===== config.mk =====
export PLATFORM = sky130hd
export DESIGN_NAME = trx_bus_xcvr
export DESIGN_NICKNAME = d
export VERILOG_FILES = /design/src/design/trx_pkg.sv /design/src/design/trx_fifo.sv /design/src/design/trx_side_reg.sv /design/src/design/trx_bus_xcvr.sv
export SDC_FILE = /design/constraint.sdc
export NUM_CORES = 1
export LEC_CHECK = 0
export BUFFER_PORTS_ARGS = -buffer_cell sky130_fd_sc_hd__buf_4
export CAP_MARGIN = 15
export CORE_ASPECT_RATIO = 0.9
export CORE_UTILIZATION = 55
export CTS_CLUSTER_SIZE = 24
export DETAILED_ROUTE_END_ITERATION = 10
export PLACE_DENSITY_LB_ADDON = 0.05
export SETUP_SLACK_MARGIN = 0.4
export SYNTH_ARGS = -nofsm -noshare
export SYNTH_HDL_FRONTEND = slang
export SYNTH_HIERARCHICAL = 1
export SYNTH_SLANG_ARGS = --single-unit

===== constraint.sdc =====
create_clock -name sys_clk -period 3 [get_ports sys_clk]
set_clock_uncertainty 0.15 [all_clocks]
set_input_delay 0.15 -clock sys_clk [delete_from_list [all_inputs] [get_ports sys_clk]]
set_output_delay 0.15 -clock sys_clk [all_outputs]
set_load 0.01 [all_outputs]

===== src/design/trx_pkg.sv =====
// Shared constants and types for the registered nine-bit bus transceiver.
// Assumes a single 100 MHz clock domain and an APB register port.
package trx_pkg;

  // ----------------------------------------------------------------
  // Widths and depths
  // ----------------------------------------------------------------
  localparam int TRX_W = 9;
  localparam int TRX_DEPTH = 8;

  // ----------------------------------------------------------------
  // Register byte offsets
  // ----------------------------------------------------------------
  localparam logic [7:0] TRX_OFS_CTRL = 8'h00;
  localparam logic [7:0] TRX_OFS_STATUS = 8'h04;
  localparam logic [7:0] TRX_OFS_A_WORD = 8'h08;
  localparam logic [7:0] TRX_OFS_B_WORD = 8'h0C;
  localparam logic [7:0] TRX_OFS_LOG = 8'h10;

  // ----------------------------------------------------------------
  // Field positions and reset values
  // ----------------------------------------------------------------
  localparam int TRX_CTRL_GATED = 0;
  localparam int TRX_CTRL_LOG_EN = 1;
  localparam int TRX_ST_A_DRV = 0;
  localparam int TRX_ST_B_DRV = 1;
  localparam int TRX_ST_OFF = 2;
  localparam int TRX_ST_CONT = 3;
  localparam int TRX_ST_OVF = 4;
  localparam int TRX_LOG_SIDE = 9;
  localparam int TRX_LOG_VALID = 31;
  localparam logic [1:0] TRX_CTRL_RST = 2'h2;
  localparam logic [TRX_W-1:0] TRX_DRIVE_RST = 9'h000;

  // ----------------------------------------------------------------
  // Types
  // ----------------------------------------------------------------
  typedef struct packed {
    logic side;
    logic [TRX_W-1:0] word;
  } trx_log_t;

  typedef enum logic [1:0] {
    TRX_IDLE = 2'b01,
    TRX_ACC = 2'b10
  } trx_apb_st_t;

endpackage


===== src/design/trx_fifo.sv =====
// Flip-flop FIFO with valid/ready on both sides.
// Assumes one clock; push and pop may happen in the same cycle.
`timescale 1ns/10ps
module trx_fifo #(
  parameter int WIDTH = 10,
  parameter int DEPTH = 8
) (
  input wire logic sys_clk,
  input wire logic rst_n,
  input wire logic in_valid,
  output logic in_ready,
  input wire logic [WIDTH-1:0] in_data,
  output logic out_valid,
  input wire logic out_ready,
  output logic [WIDTH-1:0] out_data
);
  localparam int AW = $clog2(DEPTH);

  logic [WIDTH-1:0] mem_r [DEPTH];
  logic [AW-1:0] wr_ptr_r;
  logic [AW-1:0] rd_ptr_r;
  logic [AW:0] count_r;
  logic push;
  logic pop;

  // --------------------------------------------------------------
  // Handshake decode
  // --------------------------------------------------------------
  assign in_ready = (count_r != (AW+1)'(DEPTH));
  assign out_valid = (count_r != '0);
  assign push = in_valid & in_ready;
  assign pop = out_valid & out_ready;
  assign out_data = mem_r[rd_ptr_r];

  // Storage, one flop row per entry
  genvar gi;
  generate
    for (gi = 0; gi < DEPTH; gi++) begin : g_ent
      always_ff @(posedge sys_clk) begin
        if (push && wr_ptr_r == AW'(gi)) begin
          mem_r[gi] <= in_data;
        end
      end
    end
  endgenerate

  // Pointers wrap naturally, depth is a power of two
  always_ff @(posedge sys_clk or negedge rst_n) begin
    if (!rst_n) begin
      wr_ptr_r <= '0;
      rd_ptr_r <= '0;
      count_r <= '0;
    end else begin
      if (push) wr_ptr_r <= wr_ptr_r + 1'b1;
      if (pop) rd_ptr_r <= rd_ptr_r + 1'b1;
      count_r <= count_r + (AW+1)'(push) - (AW+1)'(pop);
    end
  end

endmodule


===== src/design/trx_side_reg.sv =====
// One direction of the transceiver: load-clock edge detect plus register.
// Assumes load clock and gate are synchronous levels on sys_clk.
`timescale 1ns/10ps
module trx_side_reg
  import trx_pkg::*;
(
  input wire logic sys_clk,
  input wire logic rst_n,
  input wire logic gated_mode,
  input wire logic load_clock,
  input wire logic clock_gate,
  input wire logic [TRX_W-1:0] src_word,
  output logic load,
  output logic [TRX_W-1:0] drive_r
);
  logic prev_clk_r;
  logic prev_gate_r;
  logic clk_rise;
  logic gate_rise;

  // --------------------------------------------------------------
  // Edge decode
  // --------------------------------------------------------------
  assign clk_rise = load_clock & ~prev_clk_r;
  assign gate_rise = clock_gate & ~prev_gate_r;
  assign load = gated_mode ?
                ((clk_rise & clock_gate) | (gate_rise & load_clock)) :
                clk_rise;

  // Prev levels reset high so a level held through reset is no edge
  always_ff @(posedge sys_clk or negedge rst_n) begin
    if (!rst_n) begin
      prev_clk_r <= 1'b1;
      prev_gate_r <= 1'b1;
    end else begin
      prev_clk_r <= load_clock;
      prev_gate_r <= clock_gate;
    end
  end

  always_ff @(posedge sys_clk or negedge rst_n) begin
    if (!rst_n) begin
      drive_r <= TRX_DRIVE_RST;
    end else if (load) begin
      drive_r <= ~src_word;
    end
  end

endmodule


===== src/design/trx_bus_xcvr.sv =====
// Registered nine-bit bidirectional bus transceiver with APB status port.
// Assumes all pin inputs are synchronous to sys_clk; the bench resolves
// each shared bus line from the drive enables.
//
// Notes on behaviour
// - Low drive enable turns that side's nine drivers on; high floats them.
// - Both drive enables high puts both ports in high impedance.
// - Load-clock rising edge captures input word, drives its complement.
// - Gated mode loads on clock edge with gate high, or gate edge with clock high.
// - Registers still load while their outputs are disabled.
// - Driving side's clock may latch its own output for read-back.
// - Outputs float while supply is below the float threshold.
// - Ports and both register paths are nine bits wide.
`timescale 1ns/10ps
module trx_bus_xcvr
  import trx_pkg::*;
(
  input wire logic sys_clk,
  input wire logic rst_n,
  input wire logic a_side_drive_enable_n,
  input wire logic b_side_drive_enable_n,
  input wire logic a_side_load_clock,
  input wire logic b_side_load_clock,
  input wire logic a_side_clock_gate,
  input wire logic b_side_clock_gate,
  input wire logic supply_above_float_threshold,
  input wire logic [TRX_W-1:0] a_bus_lines_seen,
  output logic [TRX_W-1:0] a_bus_lines_drive,
  output logic a_bus_lines_drive_en,
  input wire logic [TRX_W-1:0] b_bus_lines_seen,
  output logic [TRX_W-1:0] b_bus_lines_drive,
  output logic b_bus_lines_drive_en,
  output logic capture_log_ready,
  input wire logic psel,
  input wire logic penable,
  input wire logic pwrite,
  input wire logic [7:0] paddr,
  input wire logic [31:0] pwdata,
  output logic [31:0] prdata,
  output logic pready,
  output logic pslverr
);

  // ----------------------------------------------------------------
  // Declarations
  // ----------------------------------------------------------------
  logic [1:0] ctrl_r;
  logic ovf_r;
  logic a_oe_r;
  logic b_oe_r;
  logic ready_r;
  logic [31:0] prdata_r;
  logic pready_r;
  logic pslverr_r;
  trx_apb_st_t st_r;
  trx_apb_st_t st_nxt;
  logic load_to_a;
  logic load_to_b;
  logic gated_mode;
  logic log_en;
  logic setup_ph;
  logic acc_done;
  logic wr_go;
  logic rd_go;
  logic hit_ctrl;
  logic hit_status;
  logic hit_a;
  logic hit_b;
  logic hit_log;
  logic hit_any;
  logic [31:0] rd_word;
  logic [31:0] status_word;
  logic [31:0] log_word;
  logic supply_ok;
  logic a_oe_nxt;
  logic b_oe_nxt;
  logic contend;
  logic push_want;
  logic push_lost;
  logic ovf_clr;
  logic fifo_in_ready;
  logic fifo_out_valid;
  logic log_pop;
  trx_log_t push_data;
  trx_log_t pop_data;

  // ----------------------------------------------------------------
  // Configuration fields
  // ----------------------------------------------------------------
  assign gated_mode = ctrl_r[TRX_CTRL_GATED];
  assign log_en = ctrl_r[TRX_CTRL_LOG_EN];

  // ----------------------------------------------------------------
  // Register paths, one per direction
  // ----------------------------------------------------------------
  // nine-bit path, A lines into the B-facing register
  // Loads no matter what the enables say, which also gives read-back
  // loads ignore enables
  trx_side_reg u_to_b (
    .sys_clk(sys_clk),
    .rst_n(rst_n),
    .gated_mode(gated_mode),
    .load_clock(a_side_load_clock),
    .clock_gate(a_side_clock_gate),
    .src_word(a_bus_lines_seen),
    .load(load_to_b),
    .drive_r(b_bus_lines_drive)
  );

  // nine-bit path, B lines into the A-facing register
  trx_side_reg u_to_a (
    .sys_clk(sys_clk),
    .rst_n(rst_n),
    .gated_mode(gated_mode),
    .load_clock(b_side_load_clock),
    .clock_gate(b_side_clock_gate),
    .src_word(b_bus_lines_seen),
    .load(load_to_a),
    .drive_r(a_bus_lines_drive)
  );

  // ----------------------------------------------------------------
  // Output control
  // ----------------------------------------------------------------
  // no drive below float threshold
  assign supply_ok = supply_above_float_threshold;
  assign a_oe_nxt = ~a_side_drive_enable_n & supply_ok;
  assign b_oe_nxt = ~b_side_drive_enable_n & supply_ok;
  assign contend = ~a_side_drive_enable_n & ~b_side_drive_enable_n;

  // both high leaves both ports floating
  always_ff @(posedge sys_clk or negedge rst_n) begin
    if (!rst_n) begin
      a_oe_r <= 1'b0;
      b_oe_r <= 1'b0;
    end else begin
      a_oe_r <= a_oe_nxt;
      b_oe_r <= b_oe_nxt;
    end
  end

  assign a_bus_lines_drive_en = a_oe_r;
  assign b_bus_lines_drive_en = b_oe_r;

  // ----------------------------------------------------------------
  // Capture log
  // ----------------------------------------------------------------
  // Only one push per cycle; a B-side load colliding with an A-side
  // load is dropped and counted as an overflow, a cheap trade for a
  // single-port queue
  assign push_want = log_en & (load_to_b | load_to_a);
  // One driver for the whole entry; side is 0 when taken from A lines
  assign push_data = {~load_to_b,
                      load_to_b ? a_bus_lines_seen : b_bus_lines_seen};
  assign push_lost = (push_want & ~fifo_in_ready) |
                     (log_en & load_to_b & load_to_a);
  assign log_pop = rd_go & hit_log;

  trx_fifo #(
    .WIDTH($bits(trx_log_t)),
    .DEPTH(TRX_DEPTH)
  ) u_log (
    .sys_clk(sys_clk),
    .rst_n(rst_n),
    .in_valid(push_want),
    .in_ready(fifo_in_ready),
    .in_data(push_data),
    .out_valid(fifo_out_valid),
    .out_ready(log_pop),
    .out_data(pop_data)
  );

  // Ready is a registered copy, one cycle behind the queue
  always_ff @(posedge sys_clk or negedge rst_n) begin
    if (!rst_n) begin
      ready_r <= 1'b0;
    end else begin
      ready_r <= fifo_in_ready;
    end
  end

  assign capture_log_ready = ready_r;

  // ----------------------------------------------------------------
  // APB decode
  // ----------------------------------------------------------------
  assign setup_ph = psel & ~penable;
  assign acc_done = psel & penable & pready_r;
  assign wr_go = acc_done & pwrite;
  assign rd_go = acc_done & ~pwrite;
  assign hit_ctrl = (paddr == TRX_OFS_CTRL);
  assign hit_status = (paddr == TRX_OFS_STATUS);
  assign hit_a = (paddr == TRX_OFS_A_WORD);
  assign hit_b = (paddr == TRX_OFS_B_WORD);
  assign hit_log = (paddr == TRX_OFS_LOG);
  assign hit_any = hit_ctrl | hit_status | hit_a | hit_b | hit_log;

  // Read words, unused bits zero
  assign status_word = {27'h0, ovf_r, contend,
                        ~a_oe_r & ~b_oe_r, b_oe_r, a_oe_r};
  // Empty queue reads as zero, so a stale entry never leaks out
  assign log_word = fifo_out_valid ? {1'b1, 21'h0, pop_data} : 32'h0;
  assign rd_word = hit_ctrl ? {30'h0, ctrl_r} :
                   hit_status ? status_word :
                   hit_a ? {23'h0, ~a_bus_lines_drive} :
                   hit_b ? {23'h0, ~b_bus_lines_drive} :
                   hit_log ? log_word : 32'h00000000;

  // Two-state slave: answer ready on the first access cycle
  always_comb begin
    st_nxt = st_r;
    case (st_r)
      TRX_IDLE: begin
        if (setup_ph) st_nxt = TRX_ACC;
      end
      TRX_ACC: begin
        st_nxt = TRX_IDLE;
      end
      default: begin
        st_nxt = TRX_IDLE;
      end
    endcase
  end

  always_ff @(posedge sys_clk or negedge rst_n) begin
    if (!rst_n) begin
      st_r <= TRX_IDLE;
      pready_r <= 1'b0;
      pslverr_r <= 1'b0;
      prdata_r <= 32'h00000000;
    end else begin
      st_r <= st_nxt;
      pready_r <= (st_r == TRX_IDLE) & setup_ph;
      pslverr_r <= (st_r == TRX_IDLE) & setup_ph & ~hit_any;
      if ((st_r == TRX_IDLE) && setup_ph && !pwrite) begin
        prdata_r <= rd_word;
      end
    end
  end

  assign prdata = prdata_r;
  assign pready = pready_r;
  assign pslverr = pslverr_r;

  // ----------------------------------------------------------------
  // Control and sticky overflow
  // ----------------------------------------------------------------
  assign ovf_clr = wr_go & hit_status & pwdata[TRX_ST_OVF];

  // A new loss in the clearing cycle keeps the flag set
  always_ff @(posedge sys_clk or negedge rst_n) begin
    if (!rst_n) begin
      ctrl_r <= TRX_CTRL_RST;
      ovf_r <= 1'b0;
    end else begin
      if (wr_go && hit_ctrl) ctrl_r <= pwdata[1:0];
      ovf_r <= push_lost | (ovf_r & ~ovf_clr);
    end
  end
endmodule


==> impl_results.md <==
- Async SR Flop Fraction: 39.8%
- Syn Area/Cell: 14.6 µm²
- Final setup vio count: 0
- Fin. Hold Viols: 0
- Status: finished, final reports clean
- Global-route wire length before repair: 20000 µm
- Syn. warnings: 6
- Max Fclk: 0.400 GHz
- Max IR drop VDD: 453 µV
- WL per Instance: 19.1 µm
- TNS Setup: 0 ps
- Vias: 3757
- Synth Instances: 419
- Input/output buffers: 74
- Fraction of layout instances using a drive strength above 1: 32.7%
- Via density: 5.47
- Die Height: 102 µm
- Placer congestion estimate: 0.842
- Clock transition at path regs: 60 ps
- Most common cell after layout, fill and taps aside: buf_4
- R2r setup slk: 500 ps
- Primary FF master, synth: edfxtp_1
- Remaining DRCs: 0
- Worst setup EP type: flip-flop
- # rows: 36
- H-tree levels: 4
- MaxCap Viol Count: 0
- Die ar.: 0.0115 mm²
- Initial antenna violation count: 0
- CTS Sinks: 133
- HPWL after DPL: 8670 µm
- Die width: 113 µm
- Sequential share of the synthesized area: 61.2%
- Pin count of the biggest net entering global routing: 54
- Yosys reg bits: 133
- Cell variety after synth: 53
- Relative slew slack: 51.2%
- Area contributors post-synth: edfxtp_1, dfrtp_1, mux4_1
- Antenna cell count: 0
- Post-Synthesis Cell Area: 0.00610 mm²
- Slew Viols, Final: 0
- CP Data Arrival Time: 2660 ps
- Area Growth Syn to Fin: 27.2%
- Crit path launch type: flip-flop
- CTS tree: done
- Drt pass-1 iters: 5
- WS Path Type: reg -> reg
- Num CTS Buffers: 17
- Worst slew pin tran: 732 ps
- EDFF count, synth: 80
- Power Density: 593 mW/mm²
- Starting Density: 56.4%
- GRT Util Overall: 24.3%
- WP data required: 3160 ps
- Fin crit share: 83.3%
- Non-Filler Instances: 687
- Min cycle time layout: 2500 ps
- Post-route ant nets: 0
- Root Buffer: clkbuf_16
- Post-Route WL: 13200 µm
- Synth top area share: 39.4%
- Number of global-route vias before repair: 3677
- IO Count: 125
- CP max FO: 3
- GRT overflow: 0
- Most frequent cells in the layout: buf_4, edfxtp_1, dfrtp_1, inv_1, dlygate4sd3_1
- Unrepaired setup endpoints after global routing: false
- Final-stage net count: 625
- Clk Latency, worst-skew pair: 420 ps
- Leak: 3.29 nW
- Dpl cells: 617
- Clock buffer depth: 2
- Hold/Removal Path Class: in -> reg
- 1st-iter DRT viols: 282
- Largest area contributor in the netlist: edfxtp_1
- Total Power: 4.60 mW
- Core area: 0.0108 mm²
==> kinds of logic after synthesis <==
| logic type | share of synthesized area, % |
|---|---|
| flip-flops | 61.2 |
| buffers and inverters | 7.14 |
| AND/OR/NAND/NOR | 6.40 |
| multiplexers | 15.5 |
| AO/OA/AOI/OAI | 5.93 |
| adder cells (fa/ha/maj) | 2.99 |
| XOR/XNOR | 0.718 |
| other | 0.0615 |
==> report_power, final <==
part | internal [mW] | leakage (nW) | total, mW | switching, mW
logic | 0.217 | 1.63 | 0.448 | 0.231
registers | 2.02 | 1.37 | 2.07 | 0.0511
clock network | 1.37 | 0.288 | 2.08 | 0.718
==> metal layers <==
metal,vias to the layer above,routed length (µm),GRT usage (%)
met4,0,125,8.91
met3,11,498,4.74
met5,-,0,0
met1,1896,5710,32.5
met2,108,6820,40.4
li1,1742,-,-
==> sequential cells by signal, summed over array words and instances, names as in the netlist <==
| signal | count |
|---|---|
| pready | 1 |
| capture_log_ready | 1 |
| u_to_a/prev_clk_r | 1 |
| ovf_r | 1 |
| a_bus_lines_drive_en | 1 |
| u_to_a/drive_r | 9 |
| prdata | 11 |
| u_log/mem_r | 80 |
| st_r | 2 |
| u_to_b/prev_clk_r | 1 |
| u_to_b/drive_r | 9 |
| u_log/count_r | 4 |
| ctrl_r | 2 |
| pslverr | 1 |
| u_log/wr_ptr_r | 3 |
| b_bus_lines_drive_en | 1 |
| u_log/rd_ptr_r | 3 |
| u_to_b/prev_gate_r | 1 |
| u_to_a/prev_gate_r | 1 |
==> layout make-up <==
type | count | area, µm²
flip-flops and latches | 133 | 3740
fillers | 742 | 3050
multi-input cells | 223 | 2080
repair buffers | 125 | 1040
clock buffers | 18 | 429
well taps | 133 | 166
clock inverters | 14 | 165
inverters | 41 | 154
==> synth_stat cells (8+ instances only) <==
library cell   n
nor2_1         8
clkbuf_1      15
edfxtp_1      80
a21oi_1       14
inv_1         41
mux4_1        12
dfrtp_1       47
nand2_1       29
ha_1          13
and3_1         8
mux2_2        22
mux2i_1       19
mux4_2         8
buf_4         21
==> path summary, 6_finish.rpt <==
| check | from | to | cells after the start |
|---|---|---|---|
| worst max-delay path | u_log/count_r[2] | u_log/count_r[1] | 11 |
| worst min-delay path | paddr[7] | pslverr | 4 |
| worst max register to register | u_log/count_r[2] | u_log/count_r[1] | 11 |
| worst min register to register | prdata[6] | prdata[6] | 2 |
| max in group asynchronous | rst_n | ctrl_r[0] | 2 |
| min in group asynchronous | rst_n | pslverr | 2 |
==> through the flow <==
step | cell area [µm²] | util [%] | hold slack [ps] | setup slack [ps]
global route | 7760 | 71.8 | 19.6 | 397
global placement | 6780 | 62.7 | 86.0 | 163
CTS | 7710 | 71.4 | 3.23 | 421
detailed placement | 6780 | 62.7 | 82.2 | 138
finish | 7760 | 71.8 | 13.9 | 502
floorplan | 6220 | - | -296 | 413
==> critical path, cell delays in order, from the launching register on <==
cell and delay (ps):
dfrtp_1 370, inv_2 80, ha_1 150, or3b_4 410, nand2_2 130, inv_1 90, ha_4 240, inv_2 60
ha_4 130, inv_2 30, fa_2 500, inv_1 40
==> timing repair <==
| item | CTS | global route |
|---|---|---|
| buffers inserted | 0 | 4 |
| hold buffers | 34 | 0 |
| endpoints found under the hold margin | 82 | 0 |
| cloned | 0 | 0 |
| pin swaps | 0 | 2 |
| endpoints found under the setup margin | 3 | 3 |
| gates resized for setup | 2 | 5 |
Power figures use the tool's default switching activity.
